`config.mk`:
```
export PLATFORM = sky130hd
export DESIGN_NAME = orfs_regfile
export DESIGN_NICKNAME = d
export VERILOG_FILES = /design/src/core/orfs_local_cache.v /design/src/core/orfs_regfile.v /design/src/core/orfs_scoreboard.v
export VERILOG_INCLUDE_DIRS = /design/src /design/src/core
export SDC_FILE = /design/constraint.sdc
export NUM_CORES = 2
export LEC_CHECK = 0
export BUFFER_PORTS_ARGS = -buffer_cell sky130_fd_sc_hd__buf_2
export CORE_MARGIN = 5
export CORE_UTILIZATION = 45
export DETAILED_ROUTE_END_ITERATION = 12
export MAX_ROUTING_LAYER = met4
export PLACE_DENSITY = 0.57
export SLEW_MARGIN = 20
export SYNTH_ARGS = -nofsm -noshare
export SYNTH_HDL_FRONTEND = slang
export SYNTH_SLANG_ARGS = --single-unit
```
`constraint.sdc`:
```
create_clock -name i_clk_sys -period 20.1 [get_ports i_clk_sys]
set_input_delay 1.005 -clock i_clk_sys [delete_from_list [all_inputs] [get_ports i_clk_sys]]
set_output_delay 1.005 -clock i_clk_sys [all_outputs]
set_load 0.03 [all_outputs]
```
`src/core/orfs_regs.vh`:
```
// Purpose: Constants for the operand register file and local cache
// Assumes: Included by the register file modules
// Notes: Identification value is arbitrary
`ifndef ORFS_REGS_VH
`define ORFS_REGS_VH
`define ORFS_ID_ADDR 32'hff008710
`define ORFS_ID_VALUE 32'h00a5a5a1
`define ORFS_FRAME_SLOT 4'hf
`define ORFS_PFP_SLOT 4'h0
`define ORFS_SP_SLOT 4'h1
`define ORFS_RIP_SLOT 4'h2
`define ORFS_CACHE_DEPTH 4
`define ORFS_CACHE_AW 2
`define ORFS_ST_IDLE 2'h0
`define ORFS_ST_CALL 2'h1
`define ORFS_ST_RET 2'h2
`endif

```
`src/core/orfs_local_cache.v`:
```
// Purpose: On-chip cache of saved local register sets
// Assumes: One set moves per save or restore pulse, LIFO
// Notes: Overflow beyond depth drops the oldest set silently
`include "orfs_regs.vh"
module orfs_local_cache (
  input wire i_clk_sys,
  input wire i_rst_n,
  input wire i_save,
  input wire i_restore,
  input wire [511:0] i_set,
  output reg [511:0] o_set,
  output wire o_empty
);
  reg [511:0] mem [0:`ORFS_CACHE_DEPTH-1];
  reg [`ORFS_CACHE_AW:0] count;
  reg [`ORFS_CACHE_AW-1:0] top;
  wire [`ORFS_CACHE_AW-1:0] top_m1 = top - 1'b1;
  assign o_empty = (count == 3'h0);
  always @(posedge i_clk_sys) begin
    if (i_save) begin
      mem[top] <= i_set; // [RL9]
    end
    o_set <= mem[top_m1];
  end
  always @(posedge i_clk_sys or negedge i_rst_n) begin
    if (!i_rst_n) begin
      count <= 3'h0;
      top <= 2'h0;
    end else if (i_save) begin
      top <= top + 1'b1;
      if (count != 3'h4) begin
        count <= count + 1'b1;
      end
    end else if (i_restore && !o_empty) begin
      top <= top_m1;
      count <= count - 1'b1;
    end
  end
endmodule // orfs_local_cache

```
`src/core/orfs_regfile.v`:
```
// Purpose: Global and local operand registers, literals, scoreboard
// Assumes: Issue logic presents operands and write-back in one clock domain
// Notes: Operand codes 0-15 global, 16-31 local, literal flag selects 0-31
// Function
// [RL1] Sixteen 32-bit globals kept across calls
// [RL2] Global fifteen holds the frame pointer
// [RL3] Global zero loaded with identification at reset
// [RL4] Identification readable at fixed mapped address
// [RL5] Call allocates fresh locals, saves caller set
// [RL6] Locals zero, one, two hold pointers
// [RL7] New locals are left uninitialised
// [RL8] Literal operands supply values zero to 31
// [RL9] Saved local sets held in on-chip cache
// [RL10] Multi-cycle destination marks scoreboard busy
// [RL11] Independent instructions issue past pending result
// [RL12] Reader of busy register stalls
// [RL13] Operands only from registers or literals
// [RL14] Write-back clears the busy bit
`include "orfs_regs.vh"
module orfs_regfile (
  input wire i_clk_sys,
  input wire i_rst_n,
  input wire [4:0] i_src_a,
  input wire i_src_a_lit,
  input wire [4:0] i_src_b,
  input wire i_src_b_lit,
  input wire i_issue,
  input wire i_dst_en,
  input wire [4:0] i_dst,
  input wire [1:0] i_dst_cnt,
  input wire i_multi,
  input wire i_wb_en,
  input wire [4:0] i_wb_reg,
  input wire [31:0] i_wb_data,
  input wire i_wb_pending,
  input wire i_call,
  input wire i_ret,
  input wire [31:0] i_new_sp,
  input wire [31:0] i_new_fp,
  input wire [31:0] i_rip,
  input wire [31:0] i_addr,
  input wire [31:0] i_wdata,
  input wire i_wr,
  input wire i_rd,
  output reg [31:0] o_opnd_a,
  output reg [31:0] o_opnd_b,
  output wire o_stall,
  output wire o_busy_ret,
  output wire [31:0] o_frame_pointer,
  output wire [31:0] o_stack_pointer,
  output reg [31:0] o_rdata,
  output reg o_rd_err
);
  reg [31:0] glob [0:15];
  reg [31:0] loc [0:15];
  reg [1:0] state;
  wire [511:0] loc_flat;
  wire [511:0] cache_set;
  wire [31:0] busy;
  reg [31:0] set_mask;
  reg [31:0] clr_mask;
  reg [31:0] next_a;
  reg [31:0] next_b;
  integer k;
  genvar gi;

  // Bit mask for a register group of 1, 2, 3 or 4
  function [31:0] group_mask;
    input [4:0] base;
    input [1:0] cnt;
    reg [31:0] one;
    begin
      one = 32'h00000001 << base;
      case (cnt)
        2'h1: group_mask = one | (one << 1);
        2'h2: group_mask = one | (one << 1) | (one << 2);
        2'h3: group_mask = one | (one << 1) | (one << 2) | (one << 3);
        default: group_mask = one;
      endcase
    end
  endfunction

  // Operand value: literal or register, local/global by bit 4
  function [31:0] opnd_val;
    input [4:0] sel;
    input lit;
    input [31:0] gv;
    input [31:0] lv;
    begin
      if (lit) begin
        opnd_val = {27'h0, sel}; // [RL8]
      end else if (sel[4]) begin
        opnd_val = lv; // [RL13]
      end else begin
        opnd_val = gv; // [RL13]
      end
    end
  endfunction

  function src_busy;
    input [4:0] sel;
    input lit;
    input [31:0] bz;
    begin
      src_busy = !lit && bz[sel];
    end
  endfunction

  generate
    for (gi = 0; gi < 16; gi = gi + 1) begin : g_flat
      assign loc_flat[gi*32 +: 32] = loc[gi];
    end
  endgenerate

  assign o_stall = i_issue && (src_busy(i_src_a, i_src_a_lit, busy) ||
                   src_busy(i_src_b, i_src_b_lit, busy) ||
                   (i_dst_en && |(busy & group_mask(i_dst, i_dst_cnt)))); // [RL12] [RL11]
  assign o_busy_ret = (state != `ORFS_ST_IDLE);
  assign o_frame_pointer = glob[`ORFS_FRAME_SLOT]; // [RL2]
  assign o_stack_pointer = loc[`ORFS_SP_SLOT];

  always @* begin
    set_mask = 32'h00000000;
    clr_mask = 32'h00000000;
    if (i_issue && !o_stall && i_dst_en && i_multi) begin
      set_mask = group_mask(i_dst, i_dst_cnt); // [RL10]
    end
    if (i_wb_en && i_wb_pending) begin
      clr_mask = 32'h00000001 << i_wb_reg; // [RL14]
    end
  end

  orfs_scoreboard orfs_scoreboard_inst (
    .i_clk_sys(i_clk_sys),
    .i_rst_n(i_rst_n),
    .i_set_mask(set_mask),
    .i_clr_mask(clr_mask),
    .o_busy(busy)
  );

  orfs_local_cache orfs_local_cache_inst (
    .i_clk_sys(i_clk_sys),
    .i_rst_n(i_rst_n),
    .i_save(i_call && state == `ORFS_ST_IDLE),
    .i_restore(i_ret && state == `ORFS_ST_IDLE),
    .i_set(loc_flat),
    .o_set(cache_set),
    .o_empty()
  );

  always @* begin
    next_a = opnd_val(i_src_a, i_src_a_lit, glob[i_src_a[3:0]], loc[i_src_a[3:0]]);
    next_b = opnd_val(i_src_b, i_src_b_lit, glob[i_src_b[3:0]], loc[i_src_b[3:0]]);
  end

  always @(posedge i_clk_sys or negedge i_rst_n) begin
    if (!i_rst_n) begin
      o_opnd_a <= 32'h00000000;
      o_opnd_b <= 32'h00000000;
    end else begin
      o_opnd_a <= next_a;
      o_opnd_b <= next_b;
    end
  end

  // Globals; all reset to zero except global zero, which gets the identification
  always @(posedge i_clk_sys or negedge i_rst_n) begin
    if (!i_rst_n) begin
      for (k = 0; k < 16; k = k + 1) begin
        glob[k] <= 32'h00000000;
      end
      glob[0] <= `ORFS_ID_VALUE; // [RL3]
    end else begin
      if (i_wb_en && !i_wb_reg[4]) begin
        glob[i_wb_reg[3:0]] <= i_wb_data; // [RL1]
      end
      if (i_call && state == `ORFS_ST_IDLE) begin
        glob[`ORFS_FRAME_SLOT] <= i_new_fp; // [RL2]
      end else if (i_ret && state == `ORFS_ST_IDLE) begin
        glob[`ORFS_FRAME_SLOT] <= loc[`ORFS_PFP_SLOT]; // [RL2]
      end
    end
  end

  // Local set: call saves it and seeds pointer slots, return restores
  always @(posedge i_clk_sys or negedge i_rst_n) begin
    if (!i_rst_n) begin
      state <= `ORFS_ST_IDLE;
    end else begin
      case (state)
        `ORFS_ST_IDLE: begin
          if (i_call) begin
            state <= `ORFS_ST_CALL;
          end else if (i_ret) begin
            state <= `ORFS_ST_RET;
          end
        end
        `ORFS_ST_CALL: state <= `ORFS_ST_IDLE;
        `ORFS_ST_RET: state <= `ORFS_ST_IDLE;
        default: state <= `ORFS_ST_IDLE;
      endcase
    end
  end

  // Locals carry no reset; fresh sets keep stale contents outside pointer slots 0-2
  always @(posedge i_clk_sys) begin
    if (i_call && state == `ORFS_ST_IDLE) begin
      loc[`ORFS_PFP_SLOT] <= glob[`ORFS_FRAME_SLOT]; // [RL5] [RL6] [RL7]
      loc[`ORFS_SP_SLOT] <= i_new_sp; // [RL6]
      loc[`ORFS_RIP_SLOT] <= i_rip; // [RL6]
    end else if (state == `ORFS_ST_RET) begin
      for (k = 0; k < 16; k = k + 1) begin
        loc[k] <= cache_set[k*32 +: 32]; // [RL5] [RL9]
      end
    end else if (i_wb_en && i_wb_reg[4]) begin
      loc[i_wb_reg[3:0]] <= i_wb_data;
    end
  end

  // Mapped register port
  always @(posedge i_clk_sys or negedge i_rst_n) begin
    if (!i_rst_n) begin
      o_rdata <= 32'h00000000;
      o_rd_err <= 1'b0;
    end else begin
      o_rdata <= 32'h00000000;
      o_rd_err <= 1'b0;
      if (i_rd) begin
        if (i_addr == `ORFS_ID_ADDR) begin
          o_rdata <= `ORFS_ID_VALUE; // [RL4]
        end else begin
          o_rd_err <= 1'b1;
        end
      end
    end
  end
endmodule // orfs_regfile

```
`src/core/orfs_scoreboard.v`:
```
// Purpose: Busy bits for 32 operand registers
// Assumes: Index 0-15 global, 16-31 local
// Notes: Set wins over clear in the same cycle
module orfs_scoreboard (
  input wire i_clk_sys,
  input wire i_rst_n,
  input wire [31:0] i_set_mask,
  input wire [31:0] i_clr_mask,
  output reg [31:0] o_busy
);
  always @(posedge i_clk_sys or negedge i_rst_n) begin
    if (!i_rst_n) begin
      o_busy <= 32'h00000000;
    end else begin
      o_busy <= (o_busy & ~i_clr_mask) | i_set_mask; // [RL10] [RL14]
    end
  end
endmodule // orfs_scoreboard

```
* Word level (Yosys, flattened, before mapping)
Memory sizes are Yosys's and may differ from the RTL's. A register that Yosys moved wholly into a read port is not among the register bits.
Cells that the tools add are included.
** Cells by class
- Add/sub/neg operators :: 4
- Order comparisons :: 6
- Equal/unequal tests :: 8
- Shift-type cells :: 2
- Mux-type cells :: 50
- Bitwise logic cells :: 13
- Reduce and logical (&&, ||, !) cells :: 29
** Operators by type and width (number)
- $mux 32 :: 18
- $bwmux 512 :: 1
- $bmux 32 s4 :: 2
- $demux 32 s4 :: 1
- $or 32x32->32 :: 4
- $pmux 32 s3 :: 1
- $and 32x32->32 :: 2
- $reduce_or 32->1 :: 2
- $shl 1x5->32 const A :: 2
- $mux 24 :: 2
- $eq 32x32->1 const B :: 1
- $not 32->32 :: 1
- $ge 5x5->1 const B :: 3
- $not 4->5 :: 3
- $logic_and 1x1->1 :: 14
- $mux 1 :: 14
- $lt 5x6->1 const B :: 2
- $bmux 1 s5 :: 2
- $mux 2 :: 5
- $mux 3 :: 3
- $eq 2x2->1 const B :: 3
- $ne 3x3->1 const B :: 2
- $logic_not 1->1 :: 5
- $lt 5x1->1 const B :: 1
- other kinds (14) :: 18
** Storage, ports and cells
- Bits in registers :: 648
- Bits in writable memories :: 2560
- Bits of input ports :: 227
- Output and inout bits :: 163
- Logic and storage cells :: 138
- Memories :: 2
** Memories
- orfs_local_cache_inst.mem :: words 4, bits a word 512, read ports 1, clocked after Yosys merged registers in 1, wr ports 1, RTL line orfs_local_cache.v:14 : reg [511:0] mem [0:`ORFS_CACHE_DEPTH-1];
- loc :: words 16, bits a word 32, read ports 18, clocked after Yosys merged registers in 0, wr ports 16, RTL line orfs_regfile.v:55 : reg [31:0] loc [0:15];

* Logic depth before layout (Yosys ltp)
- Depth in word-level cells :: 16
- Gate-level depth with buffers :: 10

* Cells and area by module
A second synthesis with hierarchy kept.
** Second synthesis, totals
- Cells, all modules :: 7317
- Area, all modules :: 147775.5 µm²
** Modules (own cells, without submodules)
- orfs_local_cache :: instances 1, cells each 3229, area an instance 84546.1 µm²
- orfs_regfile :: instances 1, cells each 3992, area an instance 62068.3 µm²
- orfs_scoreboard :: instances 1, cells each 96, area an instance 1161.1 µm²

* Worst setup path after synthesis
OpenSTA, ideal clock, no wires.
- Path kind :: register -> register
- Start :: reg orfs_local_cache_inst.top[0]
- End :: mem orfs_local_cache_inst.mem[0][0] (enable)
- Setup time :: 948 ps
- Arrival :: 13049 ps
- Slack :: 6103 ps
- Cell stages (with the launch flop) :: 7
- Path buffers :: 3
- Period minus slack after synthesis :: 13997 ps
- Cells stage by stage :: dfrtp_1 > clkbuf_1 > buf_1 > buf_1 > inv_1 > ha_1 > and3_1
** RTL lines
- start: declaration :: RTL line orfs_local_cache.v:16 : reg [`ORFS_CACHE_AW-1:0] top;
- start signal: assignment :: RTL line orfs_local_cache.v:30 : top <= top + 1'b1;
- start signal: assignment :: RTL line orfs_local_cache.v:35 : top <= top_m1;
- end: declaration :: RTL line orfs_local_cache.v:14
Straight into the memory's write port.

* Worst setup path after layout
- Start :: in i_src_a[0]
- End :: reg o_opnd_a[20]
** Between the ends
- Cells in the longest elaborated chain, start to end :: 6
** RTL lines
- start: declaration :: RTL line orfs_regfile.v:23 : input wire [4:0] i_src_a,
- $not 4->5 (not written as such) :: RTL line orfs_regfile.v:152 : next_a = opnd_val(i_src_a, i_src_a_lit, glob[i_src_a[3:0]], loc[i_src_a[3:0]]);
- $bmux 32 s4 :: RTL line orfs_regfile.v:152
- $mux 32 (not written as such) (2 in series) :: RTL line orfs_regfile.v:152
- $mux 32 (*) :: RTL line orfs_regfile.v:92 : end else if (sel[4]) begin
- $mux 32 (*) :: RTL line orfs_regfile.v:90 : if (lit) begin
- named net next_a[20] :: RTL line orfs_regfile.v:62 : reg [31:0] next_a;
- end signal: assignment :: RTL line orfs_regfile.v:161 : o_opnd_a <= next_a;
- end: declaration :: RTL line orfs_regfile.v:45 : output reg [31:0] o_opnd_a,
Mark *: on every way through the listed nets, which the timed path passes. The rest lies on a longest branch. The select of a mux whose other input is x is not followed.
A chain may end at the register's enable or synchronous reset.

==> results.json <==
{
  "finalSetupViolCount": 0,
  "synth_warnings": 0,
  "clock-sinks": 3689,
  "cp.required_ns": 20.86,
  "fmax_ghz": 0.174,
  "clockBufferDepth": 4,
  "hpwl_mm": 238,
  "clockRootBuffer": "clkbuf_16",
  "reg2reg_to": "orfs_local_cache_inst.o_set[499]$_DFF_P_",
  "ys_seq_area_share_pct": 69.8,
  "dieArea_sq_mm": 0.338,
  "rsz0062_at_grt": "false",
  "hold_violations": 0,
  "netlist_instances": 7254,
  "drtAntennaViolNets": 0,
  "status": "finished clean",
  "power.leakage_nw": 57.2,
  "hold_buffers": 0,
  "cts_tree": "yes",
  "end_kind": "flop",
  "dp_cells": 11492,
  "fillers": 25845,
  "synth_area_sq_mm": 0.147,
  "start_kind": "input pin",
  "fin_crit_sh_pct": 28.5,
  "synth_top_area_share_pct": 52.3,
  "num_vias": 75221,
  "regToRegSetupSlack_ns": 14.41,
  "critPathMaxFanout": 55,
  "drt-total-wl_mm": 414,
  "die_h_um": 582,
  "place_ws_ns": 13.29,
  "finClkSkew_ns": 0.0210,
  "setup_tns_ns": 0,
  "via_per_inst": 6.15,
  "drv_slew": 0,
  "grt_pass1_wl_mm": 590,
  "layout-drive-gt1-share_pct": 40.7,
  "synth_edf_count": 2560,
  "ys_ff_latch": 3689,
  "drt_first_iter_violations": 7779,
  "multi_input_area_sq_mm": 0.0424,
  "cts_resized": 0,
  "maxCapViolCount": 0,
  "die_x_um": 582,
  "post-route-drc-count": 0,
  "setup_ws_ns": 14.37,
  "max_stage_delay_ns": 0.92,
  "avgSynthCellArea_sq_um": 20.3,
  "ys.flop_type": "edfxtp_1",
  "path_class": "in -> reg",
  "gp_congestion": 0.852,
  "first_global_vias": 77895,
  "peakVddDrop_mv": 0.220,
  "io_buffers": 335,
  "reg2reg_from": "orfs_local_cache_inst.top[0]$_DFFE_PN0P_",
  "start_util_pct": 45.3,
  "path_cells": "buf_8, buf_4, buf_4, buf_4, buf_4, mux4_2, mux4_2, mux2i_1, nor2_1",
  "layout.area.seq_sq_mm": 0.103,
  "hold_path.class": "in -> async",
  "cts_buffers": 375,
  "area_growth_pct": 12.9,
  "track_usage_pct": 25.0,
  "synth_common_cells": "2560 x edfxtp_1, 1162 x mux4_2, 897 x mux2_2, 606 x dfrtp_1, 512 x dfxtp_1",
  "htreeDepth": 5,
  "post_cts_buffers": 0,
  "worst_pin_slew_ns": 1.23,
  "fin_crit_ns": 5.73,
  "core_area_sq_mm": 0.325,
  "instances_no_fill": 12223,
  "synthArstFlopShare_pct": 16.7,
  "io_pins": 390,
  "clk_latency_ns": 0.92,
  "wl_per_cell_um": 33.9,
  "crit_top_cell": "buf_4",
  "post-route-util_pct": 51.1,
  "p_total_w": 0.0222,
  "slew_headroom_pct": 17.9,
  "pwr_density_cell_mw_per_mm2": 134,
  "cts.clk_slew.worst_paths_ns": 0.06,
  "slowest_stage": "buf_4",
  "synth_largest_area_cell": "edfxtp_1",
  "arrival_ns": 6.49,
  "synth_cell_type_count": 67,
  "grt_antenna_before_repair": 40,
  "nNetsFinal": 7777,
  "yosysMostFrequentCell": "edfxtp_1",
  "row_count": 209,
  "dr.pass1.iters": 8,
  "gr-total-overflow": 0,
  "grt_start_max_net_pins": 173,
  "worstRegToRegCells": 7,
  "synthTopCellsByArea": "edfxtp_1 52%, mux4_2 18%, dfrtp_1 10%"
}
[registers in the layout, indices dropped and copies added (netlist names), 2 cells and up]
name,cells
orfs_local_cache_inst.count,3
orfs_scoreboard_inst.o_busy,32
glob,480
state,2
orfs_local_cache_inst.mem,2048
loc,512
o_opnd_b,32
orfs_local_cache_inst.top,2
o_frame_pointer,32
orfs_local_cache_inst.o_set,512
o_opnd_a,32
[cells in the final DEF (no fill, tap or decap), drive strengths merged, types with 7 or more instances in the layout]
cell type,netlist,final
edfxtp,2560,2560
mux4,1162,1162
mux2,897,897
dfrtp,606,606
dfxtp,512,512
clkbuf,344,504
buf,258,496
mux2i,173,173
o21ai,172,172
nand2,153,153
clkinv,1,135
nor2,132,132
a21oi,49,49
bufinv,0,40
diode,0,31
a222oi,31,31
conb,1,21
nand3,21,21
inv,10,20
nand2b,13,13
a22oi,13,13
o31ai,11,11
clkinvlp,0,11
dfstp,11,11
nor3,11,11
nor2b,11,11
nand4,10,10
o41ai,10,10
nor4,8,8
and3,7,7
[area by class of cell]
type	instances	share of cell area [%]
diodes	31	0.0467
clock buffers	504	6.21
clock inverters	195	1.27
inverters	11	0.0249
multi-input cells	2972	25.5
flip-flops and latches	3689	61.8
well taps	4325	3.26
repair buffers	496	1.89
[per-layer routing]
metal	GRT usage, %	share of wire, %	vias up
li1	-	-	30111
met3	4.07	7.0	539
met5	-	0	-
met4	6.25	2.7	0
met2	38.6	47	2912
met1	35.2	43	41659
[critical path, delay by kind of cell]
kind	cells	cell delay, ns
mux	3	1.42
simple gates	1	0.08
buf+inv	5	3.80
[worst max path at each step]
stage	from	to	slack, ns	cells after the start
floorplan	orfs_local_cache_inst.top[0]$_DFFE_PN0P_	orfs_local_cache_inst.mem[0][0]$_DFFE_PP_	6.10	6
global placement	i_src_a[0]	o_opnd_a[20]$_DFF_PN0_	13.27	9
detailed placement	i_src_a[0]	o_opnd_a[20]$_DFF_PN0_	13.29	9
CTS	i_src_a[0]	o_opnd_a[20]$_DFF_PN0_	14.27	9
global route	i_src_a[0]	o_opnd_a[20]$_DFF_PN0_	13.97	9
finish	i_src_a[0]	o_opnd_a[20]$_DFF_PN0_	14.37	9
[power by group]
group	switching [W]	internal (W)
clock	0.00294	0.00412
sequential	0.000663	0.00988
combinational	0.00230	0.00234
total	0.00591	0.0163
[logic make-up after synthesis]
family,count (synthesis),share of synthesized area [%]
buffers and inverters,613,1.78
AND/OR/NAND/NOR,391,1.18
adder cells (fa/ha/maj),5,0.0477
multiplexers,2232,25.8
other,1,0.00255
XOR/XNOR,3,0.0179
flip-flops,3689,69.8
AO/OA/AOI/OAI,320,1.35
[stage by stage]
step | instance area (sq um) | hold WS (ns)
2_1_floorplan | 147000 | 0.477
3_3_place_gp | 153000 | 0.499
3_5_place_dp | 154000 | 0.509
4_1_cts | 166000 | 0.0567
5_1_grt | 166000 | 0.134
6_report | 166000 | 0.106
No activity file was read; power rests on OpenSTA's default activity.
